[src/fsr_pkg.sv]
// package for the serial flash suspend/reset/param-table host controller
`default_nettype none
package fsr_pkg;
  // opcodes
  localparam logic [7:0] OP_SUSPEND = 8'hB0;
  localparam logic [7:0] OP_RESUME = 8'h30;
  localparam logic [7:0] OP_NOOP = 8'h00;
  localparam logic [7:0] OP_RST_ARM = 8'h66;
  localparam logic [7:0] OP_RESET = 8'h99;
  localparam logic [7:0] OP_WR_EN = 8'h06;
  localparam logic [7:0] OP_READ = 8'h03;
  localparam logic [7:0] OP_PARAM_RD = 8'h5A;
  localparam logic [7:0] OP_SEC_RD = 8'h2B;
  // suspend flag positions in the security status byte
  localparam int PSUS_BIT = 2;
  localparam int ESUS_BIT = 3;
  // parameter area layout
  localparam logic [31:0] PT_SIGNATURE = 32'h5044_4653;
  localparam logic [7:0] PT_MINOR = 8'h00;
  localparam logic [7:0] PT_MAJOR = 8'h01;
  localparam logic [7:0] PT_NHDR = 8'h01;
  localparam logic [7:0] PT_STD_ID = 8'h00;
  localparam logic [7:0] PT_STD_LEN = 8'h09;
  localparam logic [7:0] PT_STD_PTR = 8'h30;
  localparam logic [7:0] PT_VND_LEN = 8'h04;
  localparam logic [7:0] PT_VND_PTR = 8'h60;
  localparam logic [7:0] PT_UNUSED = 8'hFF;
  localparam int PT_ADDR_BYTES = 3;
  localparam int PT_DUMMY_BYTES = 1;
  // timing
  localparam int CLK_MHZ = 100;
  localparam int SUSPEND_US = 20;
  localparam int SUSPEND_CYC = SUSPEND_US * CLK_MHZ;
  localparam int RESUME_GAP_US = 1000;
  localparam int RESUME_GAP_CYC = RESUME_GAP_US * CLK_MHZ;
  localparam int RESET_RECOV_US = 40;
  localparam int RESET_RECOV_CYC = RESET_RECOV_US * CLK_MHZ;
  localparam int SCK_HALF = 4;
  // user orders
  typedef enum logic [2:0] {
    FSR_CMD_NOOP = 3'b000,
    FSR_CMD_SUSPEND = 3'b001,
    FSR_CMD_RESUME = 3'b010,
    FSR_CMD_RESET = 3'b011,
    FSR_CMD_PARAM = 3'b100,
    FSR_CMD_STATUS = 3'b101,
    FSR_CMD_RAW = 3'b110
  } fsr_cmd_t;
  typedef struct packed {
    fsr_cmd_t cmd;
    logic quad;
    logic [7:0] opcode;
    logic [23:0] addr;
    logic [7:0] nbytes;
  } fsr_req_t;
  typedef struct packed {
    logic [7:0] data;
    logic valid;
  } fsr_rdat_t;
endpackage : fsr_pkg
`default_nettype wire

[src/fsr_sync.sv]
// two-flop synchroniser for pin inputs
`default_nettype none
module fsr_sync
  import fsr_pkg::*;
#(
  parameter int WIDTH = 1
) (
  input wire logic CLOCK, // system clock
  input wire logic RESET_N, // async reset, active low
  input wire logic [WIDTH-1:0] d, // asynchronous input
  output logic [WIDTH-1:0] q // synchronised level
);
  logic [WIDTH-1:0] meta;
  // first stage read only by the second
  always_ff @(posedge CLOCK or negedge RESET_N) begin
    if (!RESET_N) begin
      meta <= '0;
      q <= '0;
    end else begin
      meta <= d;
      q <= meta;
    end
  end
endmodule : fsr_sync
`default_nettype wire

[src/fsr_wait.sv]
// load-and-count-down wait timer
`default_nettype none
module fsr_wait
  import fsr_pkg::*;
#(
  parameter int WIDTH = 24
) (
  input wire logic CLOCK, // system clock
  input wire logic RESET_N, // async reset, active low
  input wire logic load, // start a wait
  input wire logic [WIDTH-1:0] count, // cycles to wait
  output logic busy // wait in progress
);
  logic [WIDTH-1:0] left;
  logic [WIDTH-1:0] next_left;
  initial begin
    if (WIDTH < 2 || WIDTH > 31) $error("fsr_wait width out of range");
  end
  // load wins over counting
  always_comb begin
    next_left = left;
    if (load) next_left = count;
    else if (left != '0) next_left = left - 1'b1;
  end
  always_ff @(posedge CLOCK or negedge RESET_N) begin
    if (!RESET_N) left <= '0;
    else left <= next_left;
  end
  assign busy = (left != '0);
endmodule : fsr_wait
`default_nettype wire

[src/fsr_host.sv]
// host controller: suspend/resume, software reset, parameter-table read
// Functional notes
// - Host waits 20us after suspend before trusting the flags.
// - Host waits at least 1ms after resume before next suspend.
// - Commands go as 8 serial clocks or 2 quad clocks.
// - Host must not use reads from the erase-suspended region.
// - Host must not use reads from the program-suspended page region.
// - Resume is chip select low, opcode 30h, chip select high.
// - Host polls busy or waits; no write enable before resume.
// - Resume is ignored while enhanced-read continuation mode is active.
// - Reset works only directly after reset-arm; else disarmed.
// - Host waits reset recovery time before new commands.
// - Param read: 5Ah, 3 address bytes, 1 dummy, then data out.
// - Chip select rises exactly on a byte boundary.
`default_nettype none
module fsr_host
  import fsr_pkg::*;
#(
  parameter int SUSPEND_WAIT = SUSPEND_CYC,
  parameter int RESUME_WAIT = RESUME_GAP_CYC,
  parameter int RESET_WAIT = RESET_RECOV_CYC
) (
  input wire logic CLOCK, // system clock 100 MHz
  input wire logic RESET_N, // async reset, active low
  input wire fsr_req_t REQ, // user order
  input wire logic REQ_VALID, // order strobe
  output logic REQ_READY, // idle, order may be given
  output fsr_rdat_t RDATA, // byte read back
  output logic DONE, // order finished pulse
  output logic REFUSED, // order refused pulse
  output logic SUSP_PROG, // last seen program-suspend flag
  output logic SUSP_ERASE, // last seen erase-suspend flag
  output logic SIG_OK, // parameter header check passed
  output logic FLASH_CS_N, // chip select, active low
  output logic FLASH_SCK, // serial clock to device
  output logic [3:0] FLASH_DO, // data lines out
  output logic [3:0] FLASH_OE, // data line drive enables
  input wire logic [3:0] FLASH_DI // data lines in
);
  typedef enum logic [2:0] {
    ST_IDLE = 3'b000,
    ST_SHIFT = 3'b001,
    ST_GAP = 3'b010,
    ST_WAIT = 3'b011
  } fsr_state_t;

  initial begin
    // the wait timers hold 24 bits
    if (SUSPEND_WAIT < 1 || RESUME_WAIT < 1 || RESET_WAIT < 1 ||
        SUSPEND_WAIT > 24'hFF_FFFF || RESUME_WAIT > 24'hFF_FFFF ||
        RESET_WAIT > 24'hFF_FFFF)
      $error("fsr_host wait counts out of range");
  end

  logic [3:0] di_s;
  fsr_sync #(.WIDTH(4)) u_sync (
    .CLOCK(CLOCK), .RESET_N(RESET_N), .d(FLASH_DI), .q(di_s));

  fsr_state_t state, next_state;
  logic [7:0] sh_out, next_sh_out;
  logic [7:0] sh_in, next_sh_in;
  logic [3:0] bitcnt, next_bitcnt; // edges left in current byte
  logic [7:0] bytes, next_bytes; // address and dummy bytes left to send
  logic [7:0] rbytes, next_rbytes; // read-phase bytes
  logic [2:0] half, next_half;
  logic quad, next_quad;
  logic reading, next_reading;
  logic [23:0] addr, next_addr;
  fsr_cmd_t cur, next_cur;
  logic armed, next_armed;
  logic second, next_second;
  logic [4:0] ridx, next_ridx;
  logic sig_bad, next_sig_bad;
  logic cs_n, next_cs_n, sck, next_sck;
  logic [3:0] dout, next_dout, oe, next_oe;
  fsr_rdat_t rd, next_rd;
  logic done, next_done, refd, next_refd;
  logic sp, next_sp, se, next_se, sok, next_sok;
  logic resume_block; // resume->suspend gap running
  logic ready, next_ready; // registered idle flag for the ready port
  logic wt_busy, wt_load, gap_load;
  logic [23:0] wt_count;

  // general wait: suspend latency and reset recovery
  fsr_wait #(.WIDTH(24)) u_wait (
    .CLOCK(CLOCK), .RESET_N(RESET_N), .load(wt_load),
    .count(wt_count), .busy(wt_busy));
  // separate timer so a 1ms gap overlaps other orders
  fsr_wait #(.WIDTH(24)) u_gap (
    .CLOCK(CLOCK), .RESET_N(RESET_N), .load(gap_load),
    .count(24'(RESUME_WAIT)), .busy(resume_block));

  // expected param header byte at index
  function automatic logic [7:0] pt_byte(input logic [4:0] i);
    logic [7:0] b;
    b = PT_UNUSED;
    unique case (i)
      5'h00: b = PT_SIGNATURE[7:0];
      5'h01: b = PT_SIGNATURE[15:8];
      5'h02: b = PT_SIGNATURE[23:16];
      5'h03: b = PT_SIGNATURE[31:24];
      5'h04: b = PT_MINOR;
      5'h05: b = PT_MAJOR;
      5'h06: b = PT_NHDR;
      5'h08: b = PT_STD_ID;
      5'h09: b = PT_MINOR;
      5'h0A: b = PT_MAJOR;
      5'h0B: b = PT_STD_LEN;
      5'h0C: b = PT_STD_PTR;
      5'h0D, 5'h0E, 5'h15, 5'h16: b = 8'h00;
      5'h11: b = PT_MINOR;
      5'h12: b = PT_MAJOR;
      5'h13: b = PT_VND_LEN;
      5'h14: b = PT_VND_PTR;
      default: b = PT_UNUSED;
    endcase
    return b;
  endfunction : pt_byte

  // frame engine: command, address, dummy, data phases
  always_comb begin
    logic step;
    step = 1'b0;
    next_state = state;
    next_sh_out = sh_out;
    next_sh_in = sh_in;
    next_bitcnt = bitcnt;
    next_bytes = bytes;
    next_rbytes = rbytes;
    next_half = half;
    next_quad = quad;
    next_reading = reading;
    next_addr = addr;
    next_cur = cur;
    next_armed = armed;
    next_second = second;
    next_ridx = ridx;
    next_sig_bad = sig_bad;
    next_cs_n = cs_n;
    next_sck = sck;
    next_dout = dout;
    next_oe = oe;
    next_rd = '0;
    next_done = 1'b0;
    next_refd = 1'b0;
    next_sp = sp;
    next_se = se;
    next_sok = sok;
    wt_load = 1'b0;
    wt_count = '0;
    gap_load = 1'b0;
    unique case (state)
      ST_IDLE: begin
        if (REQ_VALID) begin
          next_cur = REQ.cmd;
          next_quad = REQ.quad;
          next_addr = REQ.addr;
          next_second = 1'b0;
          next_reading = 1'b0;
          next_ridx = '0;
          next_bytes = 8'd0;
          next_rbytes = 8'd0;
          next_sh_out = REQ.opcode;
          unique case (REQ.cmd)
            FSR_CMD_SUSPEND: next_sh_out = OP_SUSPEND;
            FSR_CMD_RESUME: next_sh_out = OP_RESUME;
            FSR_CMD_NOOP: next_sh_out = OP_NOOP;
            FSR_CMD_RESET: next_sh_out = OP_RST_ARM;
            FSR_CMD_PARAM: begin
              next_sh_out = OP_PARAM_RD;
              next_bytes = 8'(PT_ADDR_BYTES + PT_DUMMY_BYTES);
              next_rbytes = REQ.nbytes;
              next_sig_bad = 1'b0;
              next_ridx = REQ.addr[4:0]; // compare from the start address
            end
            FSR_CMD_STATUS: begin
              next_sh_out = OP_SEC_RD;
              next_rbytes = 8'd1;
            end
            // raw bytes pass on unjudged; caller skips the suspended region
            default: next_rbytes = REQ.nbytes; // raw read
          endcase
          if (REQ.cmd == FSR_CMD_SUSPEND && resume_block) begin
            next_refd = 1'b1;
          end else begin
            next_state = ST_SHIFT;
            next_cs_n = 1'b0;
            next_half = '0;
            next_bitcnt = REQ.quad ? 4'd2 : 4'd8;
            next_oe = REQ.quad ? 4'hF : 4'h1;
            next_dout = REQ.quad ? next_sh_out[7:4] : {3'b000, next_sh_out[7]};
          end
        end
      end
      ST_SHIFT: begin
        next_half = half + 3'd1;
        if (half == 3'(SCK_HALF - 1)) begin
          next_half = '0;
          next_sck = ~sck;
          step = sck; // falling edge: shift out
          if (!sck) begin
            // rising edge: sample
            next_sh_in = quad ? {sh_in[3:0], di_s} : {sh_in[6:0], di_s[1]};
          end
        end
        if (step) begin
          next_bitcnt = bitcnt - 4'd1;
          next_sh_out = quad ? {sh_out[3:0], 4'h0} : {sh_out[6:0], 1'b0};
          if (bitcnt == 4'd1) begin
            // byte boundary: only place cs may rise
            if (bytes != 8'd0) begin
              next_bytes = bytes - 8'd1;
              next_sh_out = (bytes > 8'(PT_DUMMY_BYTES)) ?
                addr[23:16] : 8'h00;
              next_addr = {addr[15:0], 8'h00};
              next_bitcnt = quad ? 4'd2 : 4'd8;
            end else if (reading) begin
              next_rd.data = next_sh_in;
              next_rd.valid = 1'b1;
              if (cur == FSR_CMD_STATUS) begin
                next_sp = next_sh_in[PSUS_BIT];
                next_se = next_sh_in[ESUS_BIT];
              end
              if (cur == FSR_CMD_PARAM) begin
                // vendor code byte belongs to the maker; not compared
                if (ridx != 5'h10 && next_sh_in != pt_byte(ridx))
                  next_sig_bad = 1'b1;
                next_ridx = ridx + 5'd1;
              end
              next_rbytes = rbytes - 8'd1;
              next_bitcnt = quad ? 4'd2 : 4'd8;
            end else if (rbytes != 8'd0) begin
              next_reading = 1'b1;
              next_oe = 4'h0;
              next_bitcnt = quad ? 4'd2 : 4'd8;
            end
            if (next_bitcnt == 4'd1 || (bytes == 8'd0 &&
                (reading ? rbytes == 8'd1 : rbytes == 8'd0))) begin
              next_state = ST_GAP;
              next_cs_n = 1'b1;
              next_oe = 4'h0;
            end
          end
          next_dout = quad ? next_sh_out[7:4] : {3'b000, next_sh_out[7]};
        end
      end
      ST_GAP: begin
        // frame ended; decide on second frame or wait
        if (cur == FSR_CMD_RESET && !second) begin
          next_armed = 1'b1;
          next_second = 1'b1; // reset follows arm directly
          next_sh_out = OP_RESET;
          next_state = ST_SHIFT;
          next_cs_n = 1'b0;
          next_bitcnt = quad ? 4'd2 : 4'd8;
          next_oe = quad ? 4'hF : 4'h1;
          next_dout = quad ? OP_RESET[7:4] : {3'b000, OP_RESET[7]};
        end else begin
          next_armed = 1'b0;
          if (cur == FSR_CMD_RESET) begin
            wt_load = 1'b1;
            wt_count = 24'(RESET_WAIT);
            next_sp = 1'b0;
            next_se = 1'b0;
            next_state = ST_WAIT;
          end else if (cur == FSR_CMD_SUSPEND) begin
            wt_load = 1'b1;
            wt_count = 24'(SUSPEND_WAIT);
            next_state = ST_WAIT;
          end else begin
            if (cur == FSR_CMD_RESUME) begin
              gap_load = 1'b1;
              next_sp = 1'b0;
              next_se = 1'b0;
            end
            if (cur == FSR_CMD_PARAM) next_sok = ~sig_bad;
            next_done = 1'b1;
            next_state = ST_IDLE;
          end
        end
      end
      ST_WAIT: begin
        if (!wt_busy) begin
          next_done = 1'b1;
          next_state = ST_IDLE;
        end
      end
      default: next_state = ST_IDLE;
    endcase
  end

  always_ff @(posedge CLOCK or negedge RESET_N) begin
    if (!RESET_N) begin
      state <= ST_IDLE;
      ready <= 1'b1;
      sh_out <= '0;
      sh_in <= '0;
      bitcnt <= '0;
      bytes <= '0;
      rbytes <= '0;
      half <= '0;
      quad <= 1'b0;
      reading <= 1'b0;
      addr <= '0;
      cur <= FSR_CMD_NOOP;
      armed <= 1'b0;
      second <= 1'b0;
      ridx <= '0;
      sig_bad <= 1'b0;
      cs_n <= 1'b1;
      sck <= 1'b0;
      dout <= '0;
      oe <= '0;
      rd <= '0;
      done <= 1'b0;
      refd <= 1'b0;
      sp <= 1'b0;
      se <= 1'b0;
      sok <= 1'b0;
    end else begin
      state <= next_state;
      ready <= next_ready;
      sh_out <= next_sh_out;
      sh_in <= next_sh_in;
      bitcnt <= next_bitcnt;
      bytes <= next_bytes;
      rbytes <= next_rbytes;
      half <= next_half;
      quad <= next_quad;
      reading <= next_reading;
      addr <= next_addr;
      cur <= next_cur;
      armed <= next_armed;
      second <= next_second;
      ridx <= next_ridx;
      sig_bad <= next_sig_bad;
      cs_n <= next_cs_n;
      sck <= next_sck;
      dout <= next_dout;
      oe <= next_oe;
      rd <= next_rd;
      done <= next_done;
      refd <= next_refd;
      sp <= next_sp;
      se <= next_se;
      sok <= next_sok;
    end
  end

  // ready from its own flop so the port carries no decode
  assign next_ready = (next_state == ST_IDLE);
  assign REQ_READY = ready;
  assign RDATA = rd;
  assign DONE = done;
  assign REFUSED = refd;
  assign SUSP_PROG = sp;
  assign SUSP_ERASE = se;
  assign SIG_OK = sok;
  assign FLASH_CS_N = cs_n;
  assign FLASH_SCK = sck;
  assign FLASH_DO = dout;
  assign FLASH_OE = oe;

  // checks
  chk_cs_idle: assert property (@(posedge CLOCK) disable iff (!RESET_N)
    state == ST_IDLE |-> cs_n) else $error("cs low in idle");
  chk_gap_refuse: assert property (@(posedge CLOCK) disable iff (!RESET_N)
    (state == ST_IDLE && REQ_VALID && REQ.cmd == FSR_CMD_SUSPEND
     && resume_block) |=> refd && state == ST_IDLE)
    else $error("suspend in resume gap not refused");
  chk_sus_wait: assert property (@(posedge CLOCK) disable iff (!RESET_N)
    (state == ST_GAP && cur == FSR_CMD_SUSPEND) |=> state == ST_WAIT)
    else $error("suspend wait skipped");
  chk_reset_pair: assert property (@(posedge CLOCK) disable iff (!RESET_N)
    (state == ST_GAP && cur == FSR_CMD_RESET && !second)
    |=> armed && !cs_n) else $error("reset not after arm");
  chk_disarm: assert property (@(posedge CLOCK) disable iff (!RESET_N)
    $rose(done) |-> !armed) else $error("arm left set");
  chk_resume_clr: assert property (@(posedge CLOCK) disable iff (!RESET_N)
    (state == ST_GAP && cur == FSR_CMD_RESUME) |=> !sp && !se
    && resume_block) else $error("resume flags");
  chk_rst_recov: assert property (@(posedge CLOCK) disable iff (!RESET_N)
    (state == ST_GAP && cur == FSR_CMD_RESET && second) |=>
    state == ST_WAIT [*2]) else $error("reset recovery short");
  chk_cs_boundary: assert property (@(posedge CLOCK) disable iff (!RESET_N)
    $rose(cs_n) |-> state == ST_GAP) else $error("cs off boundary");
  chk_oe_cs: assert property (@(posedge CLOCK) disable iff (!RESET_N)
    cs_n |-> oe == 4'h0) else $error("driving while deselected");
  cov_suspend: cover property (@(posedge CLOCK)
    state == ST_GAP && cur == FSR_CMD_SUSPEND);
  cov_resume: cover property (@(posedge CLOCK)
    state == ST_GAP && cur == FSR_CMD_RESUME);
  cov_reset: cover property (@(posedge CLOCK)
    state == ST_WAIT && cur == FSR_CMD_RESET);
  cov_param: cover property (@(posedge CLOCK) $rose(sok));
endmodule : fsr_host
`default_nettype wire

[config.mk]
export PLATFORM = sky130hd
export DESIGN_NAME = fsr_host
export DESIGN_NICKNAME = d
export VERILOG_FILES = /design/src/fsr_pkg.sv /design/src/fsr_sync.sv /design/src/fsr_wait.sv /design/src/fsr_host.sv
export SDC_FILE = /design/constraint.sdc
export NUM_CORES = 1
export LEC_CHECK = 0
export ABC_CLOCK_PERIOD_IN_PS = 4500
export BUFFER_PORTS_ARGS = -buffer_cell sky130_fd_sc_hd__buf_4
export CAP_MARGIN = 20
export CORE_ASPECT_RATIO = 1.25
export CORE_MARGIN = 2
export CORE_UTILIZATION = 44
export CTS_CLUSTER_SIZE = 40
export DETAILED_ROUTE_END_ITERATION = 7
export SLEW_MARGIN = 20
export SYNTH_ARGS = -nofsm -noshare
export SYNTH_HDL_FRONTEND = slang
export SYNTH_SLANG_ARGS = --single-unit
[constraint.sdc]
create_clock -name CLOCK -period 4.5 [get_ports CLOCK]
set_clock_uncertainty 0.2 [all_clocks]
set_input_delay 0.225 -clock CLOCK [delete_from_list [all_inputs] [get_ports CLOCK]]
set_output_delay 0.225 -clock CLOCK [all_outputs]
set_load 0.05 [all_outputs]
==> results of run 1 <==
layout by cell type, fill, tap and decap left out, drive strengths merged, types with 11 or more instances in the layout:
cell | netlist | layout
dfrtp | 154 | 154
nor2 | 142 | 142
buf | 12 | 85
nand2 | 81 | 81
nor3 | 64 | 64
a21oi | 57 | 57
o21ai | 53 | 53
dlygate4sd3 | 0 | 41
xor2 | 30 | 30
inv | 27 | 30
nand3 | 23 | 23
xnor2 | 22 | 22
clkbuf | 27 | 21
ha | 17 | 17
mux2i | 15 | 15
a31oi | 14 | 14
a22o | 13 | 13
nor4 | 12 | 12
nor2b | 11 | 11
nor3b | 11 | 11
metal layers:
metal	vias up	track usage [%]
met5	-	0
met4	0	6.07
met3	20	3.68
met2	166	38.0
met1	3377	30.0
li1	3448	-
Yosys cell counts (4+ instances only):
cell / number
a211oi_1: 6
a21oi_1: 56
a22o_1: 13
a22oi_1: 5
a31oi_1: 14
and2_1: 4
and3_1: 5
buf_4: 4
clkbuf_1: 27
dfrtp_1: 154
ha_1: 17
inv_1: 27
mux2_2: 6
mux2i_1: 15
nand2_1: 80
nand2b_1: 8
nand3_1: 23
nand4_1: 4
nand4b_1: 9
nor2_1: 142
nor2b_1: 11
nor3_1: 63
nor3b_1: 11
nor4_1: 9
o211ai_1: 10
o21ai_0: 49
o21ai_1: 4
o31ai_1: 9
or3_1: 7
or4_1: 4
xnor2_1: 22
xor2_1: 30
metrics by stage:
step                instances  util, %
finish                   1264     54.2
global route             1264     54.2
CTS                      1264     54.2
detailed placement       1191     48.7
global placement         1191     48.7
floorplan                 913        -
tightest hold or removal path: cells and delay by family:
kind / cells / cell delay [ns]
AO/OA/AOI/OAI: 1 / 0.11
buffers and inverters: 2 / 0.27
final timing paths:
path	endpoint	depth (start not counted)
setup / recovery	ridx[3]$_DFFE_PN0P_	8
hold / removal	cur[0]$_DFFE_PN0P_	3
setup reg to reg	ridx[3]$_DFFE_PN0P_	8
hold reg to reg	u_sync.q[2]$_DFF_PN0_	0
max in group asynchronous	sh_in[5]$_DFFE_PN0P_	3
min in group asynchronous	u_gap.left[19]$_DFFE_PN0P_	2
cell families (layout without fill, tap and decap cells):
| family | Yosys count | in the layout | share of synthesized area (%) |
|---|---|---|---|
| other | 1 | 1 | 0.0451 |
| flip-flops | 156 | 156 | 47.0 |
| adder cells (fa/ha/maj) | 17 | 17 | 2.56 |
| buffers and inverters | 66 | 185 | 3.43 |
| AO/OA/AOI/OAI | 193 | 193 | 14.6 |
| AND/OR/NAND/NOR | 406 | 406 | 24.1 |
| multiplexers | 22 | 22 | 2.76 |
| XOR/XNOR | 52 | 52 | 5.48 |
state kept, by name, summed over array words and instances (netlist names), 2 cells and up:
register,flops
half,3
RDATA,9
u_sync.meta,4
sh_out,7
bytes,8
u_gap.left,24
u_wait.left,24
ridx,5
bitcnt,4
u_sync.q,4
state,3
FLASH_OE,2
FLASH_DO,4
cur,3
addr,24
sh_in,8
rbytes,8
power by group through the flow:
stage / combinational, mW / sequential, mW / clock (mW)
floorplan: 1.10 / 2.16 / 0
global placement: 1.47 / 2.20 / 0
detailed placement: 1.49 / 2.20 / 0
CTS: 1.53 / 2.18 / 1.54
global route: 1.73 / 2.25 / 1.60
finish: 1.52 / 2.19 / 1.52
area by class of cell:
class                           count  share of cell area [%]
Multi-Input combinational cell    691                    41.0
Inverter                           27                    1.00
Timing Repair Buffer              126                    10.4
Clock inverter                     11                    1.57
Sequential cell                   156                    38.6
Clock buffer                       21                    4.55
Tap cell                          232                    2.87
==> impl_metrics.json, run 1 <==
{
  "syn_area_per_cell_um2": 9.10,
  "powerDensity_mw_per_mm2": 517,
  "cpMostUsedCell": "o21ai_0",
  "hold_viol": 0,
  "cts_setup_buffers": 0,
  "fillers": 1741,
  "htree_levels": 4,
  "reg2reg_slack_ns": 1.47,
  "wl_met3_um": 768,
  "register_area_mm2": 0.00391,
  "clock_latency_ns": 0.43,
  "cts-root-buf": "clkbuf_16",
  "die_area_mm2": 0.0200,
  "antenna_found_initial": 0,
  "swShare_pct": 35.6,
  "fin_area_mm2": 0.0101,
  "setup_tns_ns": 0,
  "routed.top_layer": "met4",
  "vias_per_cell": 5.55,
  "postRouteAntennaNets": 0,
  "syn_inst": 913,
  "maxSlewHeadroom_pct": 31.7,
  "diodes": 0,
  "ctsResizeCount": 0,
  "total_power_mw": 5.22,
  "crit_chain": "inv_1 -> ha_1 -> nor4b_1 -> nand3_1 -> o21ai_0 -> nand2_1 -> o31ai_1 -> o21ai_0",
  "routed_wirelength_um": 21500,
  "critPathLaunchType": "register",
  "num_rows": 56,
  "power_frac_seq_pct": 41.9,
  "dpl_cell_area_mm2": 0.00908,
  "portBuffers": 75,
  "leakagePower_nw": 4.35,
  "clk_pin_slew_worst_paths_ns": 0.07,
  "die_x_um": 127,
  "area_delta_synth_final_pct": 21.7,
  "drv_slew": 0,
  "clockPowerShare_pct": 29.0,
  "hp-class": "in2reg",
  "drt_iter0_markers": 531,
  "grt_pass1_wl_um": 35600,
  "grt_max_degree": 103,
  "critPathSlowestCell": "nor4b_1",
  "synthesis.nets": 981,
  "wl_per_cell_um": 17.0,
  "yosysTopAreaCell": "dfrtp_1",
  "dp_hpwl_um": 14900,
  "cp_slowest_stage_delay_ns": 0.62,
  "route.met2.wl_um": 10600,
  "fp.dieH_um": 158,
  "ys_warn_count": 0,
  "synth_seq_cells": 156,
  "worstPathRequired_ns": 4.58,
  "maxCapViolCount": 0,
  "async_flop_share_pct": 100,
  "finalCritPeriodShare_pct": 67.3,
  "crit_family": "simple AND/OR/NAND/NOR gates",
  "cts_hold_buf": 41,
  "fin_ws_ns": 1.47,
  "drc": 0,
  "status": "complete, no violations",
  "cts_tree": "done",
  "seq_area_frac_synth_pct": 47.0,
  "ctsLongestPathBuffers": 2,
  "startpoint": "bytes[0]$_DFFE_PN0P_",
  "cp_num_buf_inv": 1,
  "drt-pass1-iter-count": 5,
  "place_ws_ns": 1.51,
  "io_pins": 76,
  "fin_nets": 1087,
  "finalSetupViolations": 0,
  "synth_cell_types": 72,
  "start_util_pct": 44.6,
  "yosysTopAreaCellShare_pct": 46.4,
  "hp-start": "REQ[41]",
  "final.min_clock_period_ns": 3.03,
  "worst-setup-path-type": "reg2reg",
  "cts_num_sinks": 156,
  "core_mm2": 0.0186,
  "multiInputGateArea_mm2": 0.00414,
  "drive_above_1_share_pct": 13.8,
  "ir_worst_vdd_mv": 0.284,
  "hold_ws_ns": 0.0426,
  "overflow": 0,
  "tightestPinTransition_ns": 1.02,
  "cts-buffers-inserted": 17,
  "routabilityCongestion": 0.866,
  "fmax_mhz": 330,
  "synth_ff_type": "dfrtp_1",
  "synth.area.top_cells": "dfrtp_1, nor2_1, nor3_1",
  "power_frac_comb_pct": 29.1,
  "wl_met1_um": 9880,
  "rsz0062_at_grt": "false",
  "syn_area_mm2": 0.00831,
  "crit_path_end_kind": "register",
  "grt_use_total_pct": 22.4,
  "p_switching_mw": 1.86,
  "arrival_ns": 3.11,
  "worstPathMaxFanout": 17,
  "intPower_mw": 3.36,
  "grt_pass1_vias": 6907,
  "synth-edff-count": 0,
  "r2r-start": "bytes[0]$_DFFE_PN0P_",
  "routed-via-count": 7011
}
Note: power is estimated with default switching activity, not from simulation.
==> run 2, diff against run 1 <==
- ABC_CLOCK_PERIOD_IN_PS: 4500 -> 2900
- clock period: 4.5 -> 2.9 ns (I/O delays scaled with it)
==> run 2 against run 1 <==
  * Power up 55%
  * Hold slack better by 0.0049 ns
  * Clock-buffer cell count shrank 2
  * Fmax up 13%
  * Combinational power is 64% higher
  * Flip-flop and latch count is the same
  * Critical path type unchanged
  * Sequential share of layout area fell by 0.93 points
  * Via count up 2.4%
  * First-iteration DRC count shrank 1.7%
  * Highest routed layer unchanged
  * Largest cell class unchanged
  * Cell area up 2.5%
  * Cell count rose by 2.8%
==> impl_metrics.json, run 2 (synthesized netlist as in run 1, its figures left out) <==
{
  "status": "complete, no violations",
  "ctsLongestPathBuffers": 2,
  "crit_family": "simple AND/OR/NAND/NOR gates",
  "finalCritPeriodShare_pct": 92.7,
  "critPathSlowestCell": "or4_4",
  "setup_tns_ns": 0,
  "drt-pass1-iter-count": 4,
  "maxSlewHeadroom_pct": 49.9,
  "die_x_um": 127,
  "rsz0062_at_grt": "false",
  "drt_iter0_markers": 522,
  "cp_num_buf_inv": 0,
  "hold_ws_ns": 0.0474,
  "final_cells": 1300,
  "core_mm2": 0.0186,
  "postRouteAntennaNets": 0,
  "total_power_mw": 8.09,
  "fin_ws_ns": 0.210,
  "final.min_clock_period_ns": 2.69,
  "antenna_found_initial": 0,
  "grt_pass1_wl_um": 35700,
  "die_area_mm2": 0.0200,
  "cts_tree": "done",
  "fin_nets": 1123,
  "routed_wirelength_um": 21400,
  "hp-class": "in2reg",
  "wl_per_cell_um": 16.4,
  "overflow": 0,
  "htree_levels": 4,
  "start_util_pct": 44.6,
  "cp_slowest_stage_delay_ns": 0.57,
  "crit_chain": "or4_4 -> or3_4 -> or3_4 -> a21oi_4 -> nand2_2 -> and4_1",
  "diodes": 0,
  "clk_pin_slew_worst_paths_ns": 0.06,
  "arrival_ns": 2.85,
  "worst-setup-path-type": "reg2reg",
  "cts-buffers-inserted": 17,
  "place_ws_ns": 0.216,
  "ir_worst_vdd_mv": 0.448,
  "drv_slew": 0,
  "fin_area_mm2": 0.0104,
  "cts_setup_buffers": 0,
  "grt_max_degree": 63,
  "fp.dieH_um": 158,
  "area_delta_synth_final_pct": 24.7,
  "routed-via-count": 7177,
  "worstPathRequired_ns": 3.06,
  "dp_cells": 1223,
  "clock_latency_ns": 0.43,
  "critPathLaunchType": "register",
  "cts-root-buf": "clkbuf_16",
  "worstPathMaxFanout": 18,
  "grt_pass1_vias": 7018,
  "tightestPinTransition_ns": 0.750,
  "drc": 0,
  "layout_common_cells": "dfrtp_1, nor2_1, buf_4, nand2_1, nor3_1",
  "powerDensity_mw_per_mm2": 781,
  "dpl_cell_area_mm2": 0.00932,
  "drive_above_1_share_pct": 16.4,
  "finalSetupViolations": 0,
  "cpMostUsedCell": "or3_4",
  "hold_viol": 0,
  "routabilityCongestion": 0.854,
  "fmax_mhz": 372,
  "largestRegisters": "addr: 24 flops, u_gap.left: 24 flops, u_wait.left: 24 flops",
  "portBuffers": 75,
  "leakagePower_nw": 4.52,
  "layout_commonest_cell": "dfrtp_1",
  "vias_per_cell": 5.52,
  "fin_util_pct": 55.6,
  "dp_hpwl_um": 15200,
  "num_rows": 56,
  "maxCapViolCount": 0,
  "crit_path_end_kind": "register",
  "cts_num_sinks": 156,
  "grt_use_total_pct": 22.3,
  "io_pins": 76
}
[run 2: cell count changes in the layout (fill, tap and decap cells not counted), sizes merged]
cell / change
buf: +32
clkinv: +4
dlygate4sd3: +4
clkbuf: -2
bufinv: -1
clkinvlp: -1
[run 2: repair_timing]
item / 4_1_cts / 5_1_grt
resized for setup: 0 / 1
hold buffers: 45 / 0
setup endpoints to repair: 0 / 1
hold endpoints to repair: 152 / 0
[run 2: layout make-up]
class,instances,area (um2)
clock buffer,19,443
clock inverter,13,139
fill,1703,8280
inverter,27,101
multi-input combinational,691,4130
sequential,156,3910
tap,232,290
timing repair buffer,162,1350
[run 2: power by group]
part | switching (mW) | internal (mW) | leakage [nW]
Sequential | 0.598 | 2.77 | 1.95
Combinational | 1.37 | 1.12 | 2.29
Clock | 0.935 | 1.29 | 0.284
[run 2: path summary, 6_finish.rpt]
| check | slack [ns] | endpoint | from | cells after the start |
|---|---|---|---|---|
| hold / removal | 0.05 | sh_out[2]$_DFFE_PN0P_ | REQ[34] | 4 |
| min in group asynchronous | 0.06 | u_gap.left[19]$_DFFE_PN0P_ | RESET_N | 2 |
| setup reg to reg | 0.21 | REQ_READY$_DFF_PN1_ | u_gap.left[4]$_DFFE_PN0P_ | 6 |
| setup / recovery | 0.21 | REQ_READY$_DFF_PN1_ | u_gap.left[4]$_DFFE_PN0P_ | 6 |
| max in group asynchronous | 1.73 | u_gap.left[11]$_DFFE_PN0P_ | RESET_N | 3 |
| hold reg to reg | 0.15 | u_sync.q[1]$_DFF_PN0_ | u_sync.meta[1]$_DFF_PN0_ | 0 |
[run 2: per-layer routing]
layer / wire length (um) / share of wire, % / track usage, % / vias to the layer above
li1: - / - / - / 3527
met1: 9880 / 46 / 30.1 / 3447
met2: 10300 / 48 / 37.1 / 170
met3: 734 / 3.4 / 3.35 / 33
met4: 391 / 1.8 / 7.06 / 0
met5: 0 / 0 / 0 / -
[run 2: worst register-to-register path, delay by kind of cell, from the launching register on]
kind / cells / cell delay [ns]
AND/OR/NAND/NOR: 5 / 1.81
flip-flops: 1 / 0.41
AO/OA/AOI/OAI: 1 / 0.21
==> run 3, diff against run 2 <==
--- a/config.mk
+++ b/config.mk
@@ -12,4 +12,5 @@
 export CORE_MARGIN = 2
 export CORE_UTILIZATION = 44
+export CTS_BUF_LIST = sky130_fd_sc_hd__clkbuf_4
 export CTS_CLUSTER_SIZE = 40
 export DETAILED_ROUTE_END_ITERATION = 7
--- a/constraint.sdc
+++ b/constraint.sdc
@@ -3,3 +3,3 @@
 set_input_delay 0.145 -clock CLOCK [delete_from_list [all_inputs] [get_ports CLOCK]]
 set_output_delay 0.145 -clock CLOCK [all_outputs]
-set_load 0.05 [all_outputs]
+set_load 0.005 [all_outputs]
==> run 3 against run 2 <==
  * Via count shrank 0.20%
  * Combinational power down 6%
  * Critical path depth unchanged
  * Critical path type unchanged
  * Largest power group unchanged
==> impl_metrics.json, run 3 (synthesized netlist as in run 1, its figures left out) <==
{
  "status": "complete, no violations",
  "htree_levels": 4,
  "fin_nets": 1136,
  "hp-class": "in2reg",
  "num_rows": 56,
  "finalSetupViolations": 0,
  "grt_pass1_vias": 7091,
  "maxSlewHeadroom_pct": 49.5,
  "antenna_found_initial": 1,
  "arrival_ns": 3.00,
  "core_mm2": 0.0186,
  "cts_setup_buffers": 0,
  "drt-pass1-iter-count": 5,
  "setup_tns_ns": 0,
  "swShare_pct": 37.4,
  "crit_family": "simple AND/OR/NAND/NOR gates",
  "critPathLaunchType": "register",
  "rsz0062_at_grt": "false",
  "wl_per_cell_um": 16.4,
  "power_frac_comb_pct": 33.2,
  "routed.top_layer": "met4",
  "fin_util_pct": 54.8,
  "reg2reg_slack_ns": 0.20,
  "route.met2.wl_um": 10300,
  "vias_per_cell": 5.45,
  "fmax_mhz": 370,
  "final.min_clock_period_ns": 2.70,
  "wl_met3_um": 723,
  "grt_max_degree": 58,
  "layout_commonest_cell": "dfrtp_1",
  "tightestPinTransition_ns": 0.756,
  "worstPathRequired_ns": 3.20,
  "critPathSlowestCell": "or4_4",
  "routed_wirelength_um": 21600,
  "ctsLongestPathBuffers": 2,
  "cp_num_buf_inv": 0,
  "clock_latency_ns": 0.57,
  "cp_slowest_stage_delay_ns": 0.57,
  "p_switching_mw": 2.64,
  "die_area_mm2": 0.0200,
  "cts-root-buf": "clkbuf_4",
  "powerDensity_mw_per_mm2": 691,
  "grt_pass1_wl_um": 35900,
  "grt_use_total_pct": 22.5,
  "final_cells": 1314,
  "worstPathMaxFanout": 18,
  "overflow": 0,
  "wl_met1_um": 9970,
  "maxCapViolCount": 0,
  "worst-setup-path-type": "reg2reg",
  "power_frac_seq_pct": 47.7,
  "dp_cells": 1223,
  "drc": 0,
  "finalCritPeriodShare_pct": 93.1,
  "hold_viol": 0,
  "crit_chain": "or4_4 -> or3_4 -> or3_4 -> a21oi_4 -> nand2_2 -> and4_1",
  "io_pins": 76,
  "routed-via-count": 7163,
  "start_util_pct": 44.6,
  "intPower_mw": 4.42,
  "portBuffers": 75,
  "cts-buffers-inserted": 17,
  "clk_pin_slew_worst_paths_ns": 0.15,
  "cpMostUsedCell": "or3_4",
  "leakagePower_nw": 4.45,
  "die_x_um": 127,
  "postRouteAntennaNets": 0,
  "cts_num_sinks": 156,
  "clockPowerShare_pct": 19.1,
  "area_delta_synth_final_pct": 22.8,
  "largestRegisters": "addr: 24 flops, u_gap.left: 24 flops, u_wait.left: 24 flops",
  "crit_path_end_kind": "register",
  "drt_iter0_markers": 489,
  "drive_above_1_share_pct": 16.3,
  "routabilityCongestion": 0.854,
  "dp_hpwl_um": 15200,
  "layout_common_cells": "dfrtp_1, nor2_1, buf_4, nand2_1, nor3_1",
  "ir_worst_vdd_mv": 0.273,
  "cts_tree": "done",
  "fp.dieH_um": 158,
  "drv_slew": 0,
  "fillers": 1732
}
run 3: cell types whose count changed in the layout (fill, tap and decap cells not counted):
cell	before	now
diode_2	0	1
buf_16	0	1
dlygate4sd3_1	45	57
clkbuf_4	0	18
clkbuf_8	1	0
clkbuf_16	17	0
clkinv_1	0	1
clkbuf_1	1	0
run 3: power groups by stage:
stage / Sequential, mW / Clock, mW / Combinational [mW]
3_5_place_dp: 3.39 / 0 / 2.28
6_report: 3.36 / 1.34 / 2.34
2_1_floorplan: 3.23 / 0 / 1.67
5_1_grt: 3.46 / 1.50 / 2.65
4_1_cts: 3.36 / 1.39 / 2.35
3_3_place_gp: 3.39 / 0 / 2.23
run 3: cell type report:
cell class                 count  area (um2)  area share, %
antenna                        1        2.50         0.0245
clock buffer                  18         135           1.32
clock inverter                14         143           1.40
inverter                      27         101          0.993
multi-input combinational    691        4130           40.5
sequential                   156        3910           38.3
tap                          232         290           2.84
timing repair buffer         175        1490           14.6
run 3: routing by layer:
metal  vias up  GRT usage (%)
met2       166           36.4
li1       3542              -
met5         -              0
met3        41           3.28
met1      3414           30.5
met4         0           9.05
run 3: stage by stage:
| step | power [mW] | hold slack, ns | worst slack, ns | area [um2] |
|---|---|---|---|---|
| finish | 7.05 | 0.132 | 0.199 | 10200 |
| global route | 7.61 | 0.116 | 0.0353 | 10200 |
| CTS | 7.10 | 0.0986 | 0.201 | 10200 |
| detailed placement | 5.67 | -0.0256 | 0.216 | 9320 |
| global placement | 5.62 | -0.0301 | 0.262 | 9320 |
| floorplan | 4.90 | -0.351 | 0.300 | 8310 |
run 3: worst reg2reg max path, stage by stage (launching register included):
cell and delay [ns]:
dfrtp_1 0.43, or4_4 0.57, or3_4 0.42, or3_4 0.52
a21oi_4 0.21, nand2_2 0.08, and4_1 0.22
run 3: timing repair:
action | in CTS | in global routing
endpoints found under the setup margin | 0 | 2
gates resized for setup | 0 | 1
endpoints found under the hold margin | 223 | 0
hold buffers | 58 | 0
run 3: final timing paths:
path,depth (start not counted),end,start
worst min-delay path,3,addr[3]$_DFFE_PN0P_,REQ[11]
worst max-delay path,6,REQ_READY$_DFF_PN1_,u_gap.left[4]$_DFFE_PN0P_
worst max register to register,6,REQ_READY$_DFF_PN1_,u_gap.left[4]$_DFFE_PN0P_
worst min register to register,0,u_sync.q[1]$_DFF_PN0_,u_sync.meta[1]$_DFF_PN0_
max in group asynchronous,4,RDATA[3]$_DFF_PN0_,RESET_N
min in group asynchronous,3,REQ_READY$_DFF_PN1_,RESET_N
